## config.mk

```make
export PLATFORM = sky130hd
export DESIGN_NAME = dac_i2c_write_receiver
export DESIGN_NICKNAME = d
export VERILOG_FILES = /design/src/dac_i2c_pkg.sv /design/src/line_sync.sv /design/src/dac_i2c_write_receiver.sv
export SDC_FILE = /design/constraint.sdc
export NUM_CORES = 1
export LEC_CHECK = 0
export BUFFER_PORTS_ARGS = -buffer_cell sky130_fd_sc_hd__buf_4
export CAP_MARGIN = 20
export CORE_MARGIN = 10
export CORE_UTILIZATION = 56
export CTS_CLUSTER_SIZE = 12
export DETAILED_ROUTE_END_ITERATION = 12
export PLACE_DENSITY = 0.77
export SETUP_SLACK_MARGIN = 0.1
export SLEW_MARGIN = 20
export SYNTH_ARGS = -nofsm -noshare
export SYNTH_HDL_FRONTEND = slang
export SYNTH_SLANG_ARGS = --single-unit
```

## constraint.sdc

```tcl
create_clock -name clk -period 1.98 [get_ports clk]
set_clock_uncertainty 0.05 [all_clocks]
set_input_delay 0.297 -clock clk [delete_from_list [all_inputs] [get_ports clk]]
set_output_delay 0.297 -clock clk [all_outputs]
set_load 0.1 [all_outputs]
```

## src/dac_i2c_pkg.sv

```systemverilog
package dac_i2c_pkg;

    // Fixed upper address bits
    localparam logic [4:0] ADDR_FIXED      = 5'h15;
    // Pointer value that requests burst mode
    localparam logic [7:0] PTR_BURST       = 8'hff;
    // Bit count of one byte
    localparam logic [3:0] BITS_PER_BYTE   = 4'h8;
    // Field positions
    localparam int         ADDR_RW_BIT     = 0;
    localparam int         PTR_CH_MSB      = 5;
    localparam int         DATA_SEL_HI_BIT = 7;
    localparam int         DATA_SEL_LO_BIT = 6;
    // Bus timing
    localparam int         CLK_HZ          = 40_000_000;
    localparam int         SCL_MAX_HZ      = 400_000;
    localparam int         SCL_MIN_CYCLES  = CLK_HZ / SCL_MAX_HZ;

    // Byte phase within a transaction
    typedef enum logic [2:0] {
        PH_IDLE    = 3'b000,
        PH_ADDR    = 3'b001,
        PH_PTR     = 3'b010,
        PH_DATA_HI = 3'b011,
        PH_DATA_LO = 3'b100,
        PH_IGNORE  = 3'b101
    } phase_t;

    // One completed channel update
    typedef struct packed {
        logic [5:0] channel_number;
        logic       dest_sel_hi;
        logic       dest_sel_lo;
        logic [13:0] data;
    } update_t;

    // Conditions seen on the bus lines
    typedef struct packed {
        logic start;
        logic stop;
        logic scl_rise;
        logic scl_fall;
        logic sda;
    } line_ev_t;

endpackage : dac_i2c_pkg

```

## src/line_sync.sv

```systemverilog
`timescale 1ns/100ps
// Two-flop synchroniser for both bus lines plus condition detection
module line_sync (
    input  wire logic                 clk,
    input  wire logic                 reset_n,
    input  wire logic                 scl_in,
    input  wire logic                 sda_in,
    output dac_i2c_pkg::line_ev_t     ev
);
    logic [1:0] scl_meta_reg, scl_meta_next;
    logic [1:0] sda_meta_reg, sda_meta_next;
    logic       scl_reg, scl_next;
    logic       sda_reg, sda_next;

    // Shift chain: meta stage, sync stage, history stage
    always_comb begin
        scl_meta_next = {scl_meta_reg[0], scl_in};
        sda_meta_next = {sda_meta_reg[0], sda_in};
        scl_next      = scl_meta_reg[1];
        sda_next      = sda_meta_reg[1];
    end

    always_ff @(posedge clk) begin
        if (!reset_n) begin
            scl_meta_reg <= 2'h3;
            sda_meta_reg <= 2'h3;
            scl_reg      <= 1'b1;
            sda_reg      <= 1'b1;
        end else begin
            scl_meta_reg <= scl_meta_next;
            sda_meta_reg <= sda_meta_next;
            scl_reg      <= scl_next;
            sda_reg      <= sda_next;
        end
    end

    // Edges compare sync stage against history stage
    always_comb begin
        ev.sda      = sda_meta_reg[1];
        ev.scl_rise = scl_meta_reg[1] & ~scl_reg;
        ev.scl_fall = ~scl_meta_reg[1] & scl_reg;
        ev.start    = scl_meta_reg[1] & scl_reg & sda_reg & ~sda_meta_reg[1]; // [RULE2]
        ev.stop     = scl_meta_reg[1] & scl_reg & ~sda_reg & sda_meta_reg[1]; // [RULE3]
    end

endmodule : line_sync

```

## src/dac_i2c_write_receiver.sv

```systemverilog
`timescale 1ns/100ps
// Operation
// [RULE1] One bit per SCL cycle, sampled while SCL is high.
// [RULE2] SDA falling with SCL high is START; restart at address byte.
// [RULE3] SDA rising with SCL high is STOP; return to idle.
// [RULE4] Repeated START is handled as a fresh START.
// [RULE5] Acknowledge each accepted byte by holding SDA low for ninth clock.
// [RULE6] Master checks acknowledges and retries when one is missing.
// [RULE7] Idle waits for START then 7-bit address plus direction bit.
// [RULE8] Address must be 10101 followed by the two select pins.
// [RULE9] Receive only; read requests are not acknowledged.
// [RULE10] Address, pointer, two data bytes, STOP; each byte acknowledged.
// [RULE11] Update applied only after both data bytes acknowledged.
// [RULE12] Without STOP, next byte is a new pointer.
// [RULE13] Two select bits in high data byte choose destination register.
// [RULE14] STOP anywhere discards partial update and goes idle.
// [RULE15] Pointer 0xFF flags burst mode request, not a channel; the code still loads channel 63 from it and takes both data bytes as an update.
// [RULE16] Works with SCL up to 400 kHz.
// [RULE17] Pointer is 00 plus channel; high data byte starts with select bits.
// [RULE18] SDA driven only low; SCL never driven.
module dac_i2c_write_receiver (
    input  wire logic                 clk,
    input  wire logic                 reset_n,
    input  wire logic                 scl_in,
    input  wire logic                 sda_in,
    output logic                      sda_out,
    output logic                      sda_oe_n,
    input  wire logic                 addr_sel_hi_pin,
    input  wire logic                 addr_sel_lo_pin,
    output dac_i2c_pkg::update_t      update,
    output logic                      update_valid,
    output logic                      burst_request
);
    dac_i2c_pkg::line_ev_t ev;
    dac_i2c_pkg::phase_t   phase_reg, phase_next;
    logic [7:0]  shift_reg, shift_next;
    logic [3:0]  count_reg, count_next;
    logic        ack_reg, ack_next;
    logic        ack_pend_reg, ack_pend_next;
    logic [1:0]  sel_pins_reg, sel_pins_meta_reg;
    logic [5:0]  chan_reg, chan_next;
    logic [7:0]  hi_reg, hi_next;
    dac_i2c_pkg::update_t upd_reg, upd_next;
    logic        upd_valid_reg, upd_valid_next;
    logic        burst_reg, burst_next;
    logic        byte_done;
    logic        accept;
    logic        upd_commit_reg, upd_commit_next;

    // Line sampling leaves about 100 clocks per bit at the fastest bus rate
    line_sync u_line_sync (                                                   // [RULE16]
        .clk     (clk),
        .reset_n (reset_n),
        .scl_in  (scl_in),
        .sda_in  (sda_in),
        .ev      (ev)
    );

    // Select pins come from outside, so sync them too
    always_ff @(posedge clk) begin
        if (!reset_n) begin
            sel_pins_meta_reg <= 2'h0;
            sel_pins_reg      <= 2'h0;
        end else begin
            sel_pins_meta_reg <= {addr_sel_hi_pin, addr_sel_lo_pin};
            sel_pins_reg      <= sel_pins_meta_reg;
        end
    end

    // A byte completes on the eighth rising edge of SCL
    assign byte_done = ev.scl_rise && !ack_reg
                       && (count_reg == dac_i2c_pkg::BITS_PER_BYTE - 4'h1);

    // Decide whether the byte now completing earns an acknowledge
    always_comb begin
        logic [7:0] b;
        b = {shift_reg[6:0], ev.sda};
        unique case (phase_reg)
            dac_i2c_pkg::PH_ADDR:
                accept = (b[7:3] == dac_i2c_pkg::ADDR_FIXED)                 // [RULE8]
                         && (b[2:1] == sel_pins_reg)                          // [RULE8]
                         && !b[dac_i2c_pkg::ADDR_RW_BIT];                     // [RULE9]
            dac_i2c_pkg::PH_PTR,
            dac_i2c_pkg::PH_DATA_HI,
            dac_i2c_pkg::PH_DATA_LO:
                accept = 1'b1;                                                // [RULE10]
            default:
                accept = 1'b0;
        endcase
    end

    // Byte receiver and transaction sequencer
    always_comb begin
        logic [7:0] b;
        b              = {shift_reg[6:0], ev.sda};
        phase_next     = phase_reg;
        shift_next     = shift_reg;
        count_next     = count_reg;
        ack_next       = ack_reg;
        ack_pend_next  = ack_pend_reg;
        chan_next      = chan_reg;
        hi_next        = hi_reg;
        upd_next       = upd_reg;
        upd_valid_next = 1'b0;
        burst_next     = 1'b0;
        if (ev.stop) begin
            phase_next    = dac_i2c_pkg::PH_IDLE;                             // [RULE14]
            ack_next      = 1'b0;
            ack_pend_next = 1'b0;
            count_next    = 4'h0;
        end else if (ev.start) begin
            phase_next    = dac_i2c_pkg::PH_ADDR;                             // [RULE4]
            ack_next      = 1'b0;
            ack_pend_next = 1'b0;
            count_next    = 4'h0;
        end else if (phase_reg != dac_i2c_pkg::PH_IDLE) begin                 // [RULE7]
            if (ev.scl_rise && !ack_reg) begin
                shift_next = b;                                               // [RULE1]
                count_next = count_reg + 4'h1;
            end
            if (byte_done) begin
                count_next    = 4'h0;
                ack_pend_next = accept;
                unique case (phase_reg)
                    dac_i2c_pkg::PH_ADDR:
                        phase_next = accept ? dac_i2c_pkg::PH_PTR
                                            : dac_i2c_pkg::PH_IGNORE;
                    dac_i2c_pkg::PH_PTR: begin
                        chan_next  = b[dac_i2c_pkg::PTR_CH_MSB:0];            // [RULE17]
                        burst_next = (b == dac_i2c_pkg::PTR_BURST);           // [RULE15]
                        phase_next = dac_i2c_pkg::PH_DATA_HI;
                    end
                    dac_i2c_pkg::PH_DATA_HI: begin
                        hi_next    = b;
                        phase_next = dac_i2c_pkg::PH_DATA_LO;
                    end
                    dac_i2c_pkg::PH_DATA_LO: begin
                        upd_next.channel_number = chan_reg;
                        upd_next.dest_sel_hi    = hi_reg[dac_i2c_pkg::DATA_SEL_HI_BIT]; // [RULE13]
                        upd_next.dest_sel_lo    = hi_reg[dac_i2c_pkg::DATA_SEL_LO_BIT]; // [RULE13]
                        upd_next.data           = {hi_reg[5:0], b};
                        phase_next              = dac_i2c_pkg::PH_PTR;        // [RULE12]
                    end
                    default: ;
                endcase
            end
            // Drive acknowledge from the falling edge after bit 8 to the next one
            if (ev.scl_fall && ack_pend_reg) begin
                ack_next      = 1'b1;                                         // [RULE5]
                ack_pend_next = 1'b0;
            end else if (ev.scl_fall && ack_reg) begin
                ack_next = 1'b0;
                // The update commits when its last acknowledge completes
                upd_valid_next = (phase_reg == dac_i2c_pkg::PH_PTR)
                                 && (count_reg == 4'h0) && upd_commit_reg;    // [RULE11]
            end
        end
    end

    // Marks that the acknowledged byte closed a data pair
    always_comb begin
        upd_commit_next = upd_commit_reg;
        if (ev.stop || ev.start)
            upd_commit_next = 1'b0;                                           // [RULE14]
        else if (byte_done)
            upd_commit_next = (phase_reg == dac_i2c_pkg::PH_DATA_LO);
    end

    always_ff @(posedge clk) begin
        if (!reset_n) begin
            phase_reg      <= dac_i2c_pkg::PH_IDLE;
            shift_reg      <= 8'h00;
            count_reg      <= 4'h0;
            ack_reg        <= 1'b0;
            ack_pend_reg   <= 1'b0;
            chan_reg       <= 6'h00;
            hi_reg         <= 8'h00;
            upd_reg        <= '0;
            upd_valid_reg  <= 1'b0;
            burst_reg      <= 1'b0;
            upd_commit_reg <= 1'b0;
        end else begin
            phase_reg      <= phase_next;
            shift_reg      <= shift_next;
            count_reg      <= count_next;
            ack_reg        <= ack_next;
            ack_pend_reg   <= ack_pend_next;
            chan_reg       <= chan_next;
            hi_reg         <= hi_next;
            upd_reg        <= upd_next;
            upd_valid_reg  <= upd_valid_next;
            burst_reg      <= burst_next;
            upd_commit_reg <= upd_commit_next;
        end
    end

    // Open-drain: only ever pull low, enable active low
    assign sda_out       = 1'b0;                                              // [RULE18]
    assign sda_oe_n      = ~ack_reg;                                          // [RULE18]
    assign update        = upd_reg;
    assign update_valid  = upd_valid_reg;
    assign burst_request = burst_reg;

    // Acknowledge released exactly at the next SCL fall
    a_ack_release: assert property (@(posedge clk) disable iff (!reset_n) // [RULE5]
        ack_reg && ev.scl_fall && !ev.stop && !ev.start |=> !ack_reg)
        else $error("acknowledge not released");

    // No acknowledge ever starts while idle
    a_idle_quiet: assert property (@(posedge clk) disable iff (!reset_n) // [RULE7]
        $rose(ack_reg) |-> $past(phase_reg) != dac_i2c_pkg::PH_IDLE)
        else $error("acknowledge while idle");

    // STOP returns to idle next cycle
    a_stop_idle: assert property (@(posedge clk) disable iff (!reset_n) // [RULE3]
        ev.stop |=> phase_reg == dac_i2c_pkg::PH_IDLE && !ack_reg)
        else $error("stop did not reach idle");

    // START restarts at address byte
    a_start_addr: assert property (@(posedge clk) disable iff (!reset_n) // [RULE2]
        ev.start && !ev.stop |=> phase_reg == dac_i2c_pkg::PH_ADDR && count_reg == 4'h0)
        else $error("start did not restart address");

    // A read request never earns an acknowledge
    a_no_read_ack: assert property (@(posedge clk) disable iff (!reset_n) // [RULE9]
        byte_done && phase_reg == dac_i2c_pkg::PH_ADDR && ev.sda |=> !ack_pend_reg)
        else $error("read request acknowledged");

    // Updates pulse only one cycle and only in pointer phase
    a_update_pulse: assert property (@(posedge clk) disable iff (!reset_n) // [RULE11]
        update_valid |-> phase_reg == dac_i2c_pkg::PH_PTR ##1 !update_valid)
        else $error("bad update pulse");

    // SDA is only ever pulled low, and only inside an addressed transfer
    a_sda_low: assert property (@(posedge clk) disable iff (!reset_n) // [RULE18]
        !sda_oe_n |-> sda_out == 1'b0 && phase_reg != dac_i2c_pkg::PH_IDLE
                      && phase_reg != dac_i2c_pkg::PH_IGNORE)
        else $error("sda driven outside an acknowledge");

    // Burst flag follows pointer completion by one cycle
    a_burst_flag: assert property (@(posedge clk) disable iff (!reset_n) // [RULE15]
        burst_request |-> $past(phase_reg) == dac_i2c_pkg::PH_PTR
                          && phase_reg == dac_i2c_pkg::PH_DATA_HI)
        else $error("burst flag out of place");

endmodule : dac_i2c_write_receiver

```

==> flow_metrics.py <==
metrics = {
    "place": {
        "io_buffers": 30,
        "pre_cts_ws_ns": 0.196,
        "hpwlAfterDp_mm": 3.40,
        "gp_congestion": 0.777,
        "post_dp_cell_area_sq_um": 2870,
    },
    "detailed_routing": {
        "wire_per_inst_microns": 14.1,
        "vias": 1809,
        "drc": 0,
        "dr.pass1.iters": 4,
        "finalWirelength_mm": 4.92,
        "vias_per_cell": 5.17,
        "ant_nets": 0,
        "drt_iter0_markers": 115,
    },
    "sta": {
        "finalSetupViolations": 0,
        "hold_viol_final": 0,
        "period_share_pct": 91.2,
        "final.setup.tns_ns": 0,
        "maxSlewViolCount": 0,
        "rsz0062_at_grt": "no",
        "setup_slack_ns": 0.173,
        "period_minus_slack_ns": 1.81,
        "fmax_mhz": 554,
    },
    "clock_network": {
        "cts_sinks": 65,
        "ctsRootBufferMaster": "clkbuf_8",
        "clock_latency_ns": 0.33,
        "cts-htree-levels": 3,
        "clk_path_buf_depth": 2,
        "cts_buffers": 9,
        "path_clk_slew_ns": 0.06,
        "cts_tree": "yes",
    },
    "global_routing": {
        "grt_overflow_total": 0,
        "grt_max_degree": 31,
        "grtUsageTotal_pct": 13.4,
        "grt_pass1_vias": 1720,
        "antenna_found_initial": 0,
        "grt_pass1_wl_mm": 8.25,
    },
    "die": {
        "core-area_sq_um": 4410,
        "die_area_sq_um": 7750,
        "die_y_microns": 88.0,
        "die_x_microns": 88.0,
        "initial_core_util_pct": 58.7,
        "num_io_pins": 32,
        "num_rows": 24,
    },
    "synth": {
        "synth-seq-cells": 65,
        "async_flop_share_pct": 0,
        "syn_inst": 258,
        "syn_area_sq_um": 2590,
        "synth.distinct_cells": 39,
        "ys_seq_area_share_pct": 50.2,
        "yosysWarnings": 0,
        "ys.flop_type": "dfxtp_1",
        "synth_edf_count": 0,
        "synth.avg_cell_area_sq_um": 10.0,
        "syn-num-nets": 266,
    },
    "setup_path": {
        "crit_path_end_kind": "flop",
        "worstPathArrival_ns": 2.01,
        "start_kind": "flop",
        "worst-endpoint-required_ns": 2.18,
        "worstSetupPathType": "flop to flop",
        "path_max_fanout": 8,
    },
    "flow_run": {
        "cap_violations": 0,
    },
    "power_and_ir_drop": {
        "power.leakage_nw": 1.41,
        "vdd_drop_max_mv": 0.675,
        "power_density_nw_per_um2": 756,
    },
    "final_layout": {
        "final_util_pct": 69.2,
        "finish.instance_area_sq_um": 3050,
        "diodes": 0,
        "largest_register_ffs": 22,
        "layout.nets": 301,
        "drive_gt1_share_pct": 19.8,
        "fillers": 351,
        "syn2layout_area_growth_pct": 17.8,
    },
    "worst_hold_path": {
        "hp-class": "input port to flop",
    },
    "status": {
        "status": "completed",
    },
}
-- area by class of cell --
cell class / instances / area, sq um / share of cell area (%)
Clock buffer: 12 / 135 / 4.43
Clock inverter: 4 / 20.0 / 0.656
Inverter: 4 / 15.0 / 0.492
Multi-Input combinational cell: 172 / 1210 / 39.6
Sequential cell: 65 / 1300 / 42.6
Tap cell: 52 / 65.1 / 2.13
Timing Repair Buffer: 41 / 308 / 10.1
-- worst max-delay path: stages (launching register included) --
cell	delay, ns
dfxtp_1	0.50
or3_1	0.33
nand2_1	0.17
or4_1	0.49
a21oi_1	0.19
-- power breakdown --
part	internal, mW	total [mW]	switching, mW
clock network	0.446	0.907	0.461
registers	1.32	1.33	0.00822
logic	0.0359	0.0760	0.0401
total	1.80	2.31	0.509
-- per-layer routing --
metal / share of wire, % / up-vias / global-route usage (%)
met2: 46 / 35 / 21.0
met3: 6.4 / 6 / 6.59
met5: 0 / - / 0
met4: 0.89 / 0 / 3.85
met1: 47 / 830 / 15.7
li1: - / 938 / -
-- final timing paths --
check / start / endpoint / slack [ns] / cells past startpoint
max: phase_reg[0] / count_reg[3] / 0.17 / 4
min: scl_in / u_line_sync.scl_meta_reg[0] / 0.09 / 2
max reg2reg: phase_reg[0] / count_reg[3] / 0.17 / 4
min reg2reg: u_line_sync.scl_meta_reg[0] / u_line_sync.scl_meta_reg[1] / 0.36 / 1
-- what timing repair did --
item,CTS,global route
resized for setup,0,2
buffers inserted,0,3
endpoints found under the setup margin,0,22
hold buffers,0,0
-- logic make-up after synthesis --
| family | after synthesis | share of synthesized area [%] |
|---|---|---|
| XOR/XNOR | 4 | 1.35 |
| multiplexers | 36 | 13.9 |
| other | 1 | 0.145 |
| buffers and inverters | 21 | 3.52 |
| flip-flops | 65 | 50.2 |
| adder cells (fa/ha/maj) | 2 | 0.966 |
| AO/OA/AOI/OAI | 25 | 6.52 |
| AND/OR/NAND/NOR | 104 | 23.4 |
-- layout by cell type, fill, tap and decap left out, drive strengths merged, types with 2 or more instances in the layout --
cell    count
a21boi      7
nand4       7
nor2        4
nor2b      38
clkbuf     12
inv         4
o21ai       3
a21oi       7
buf        41
nor3b       2
xnor2       3
mux2i      36
ha          2
dfxtp      65
o21a        2
and2        6
nand3       7
clkinv      4
nor4        2
nand2b      6
nand2      26
or3         2
o31ai       2
-- synthesized netlist by cell type (3+ instances only) --
master    instances  area (sq um)
nand2b_1          6          37.5
xnor2_1           3          26.3
buf_2             5          25.0
mux2i_1          36           360
inv_1             4          15.0
clkbuf_1          9          33.8
a21boi_0          5          37.5
nand4_2           3          37.5
nand4_1           4          25.0
nor2b_1          38           238
nand2_1          26          97.6
dfxtp_1          65          1300
nor2_1            4          15.0
nand3_1           7          35.0
and2_1            5          31.3
a21oi_1           7          35.0
-- through the flow --
step / total power, mW / hold WS [ns] / std cells
after floorplan: 1.41 / 0.336 / 258
after global placement: 1.43 / 0.338 / 331
after detailed placement: 1.43 / 0.343 / 331
after CTS: 2.33 / 0.0797 / 347
after global routing: 2.40 / 0.0895 / 350
final: 2.31 / 0.0941 / 350
No activity file was read; power rests on OpenSTA's default activity.
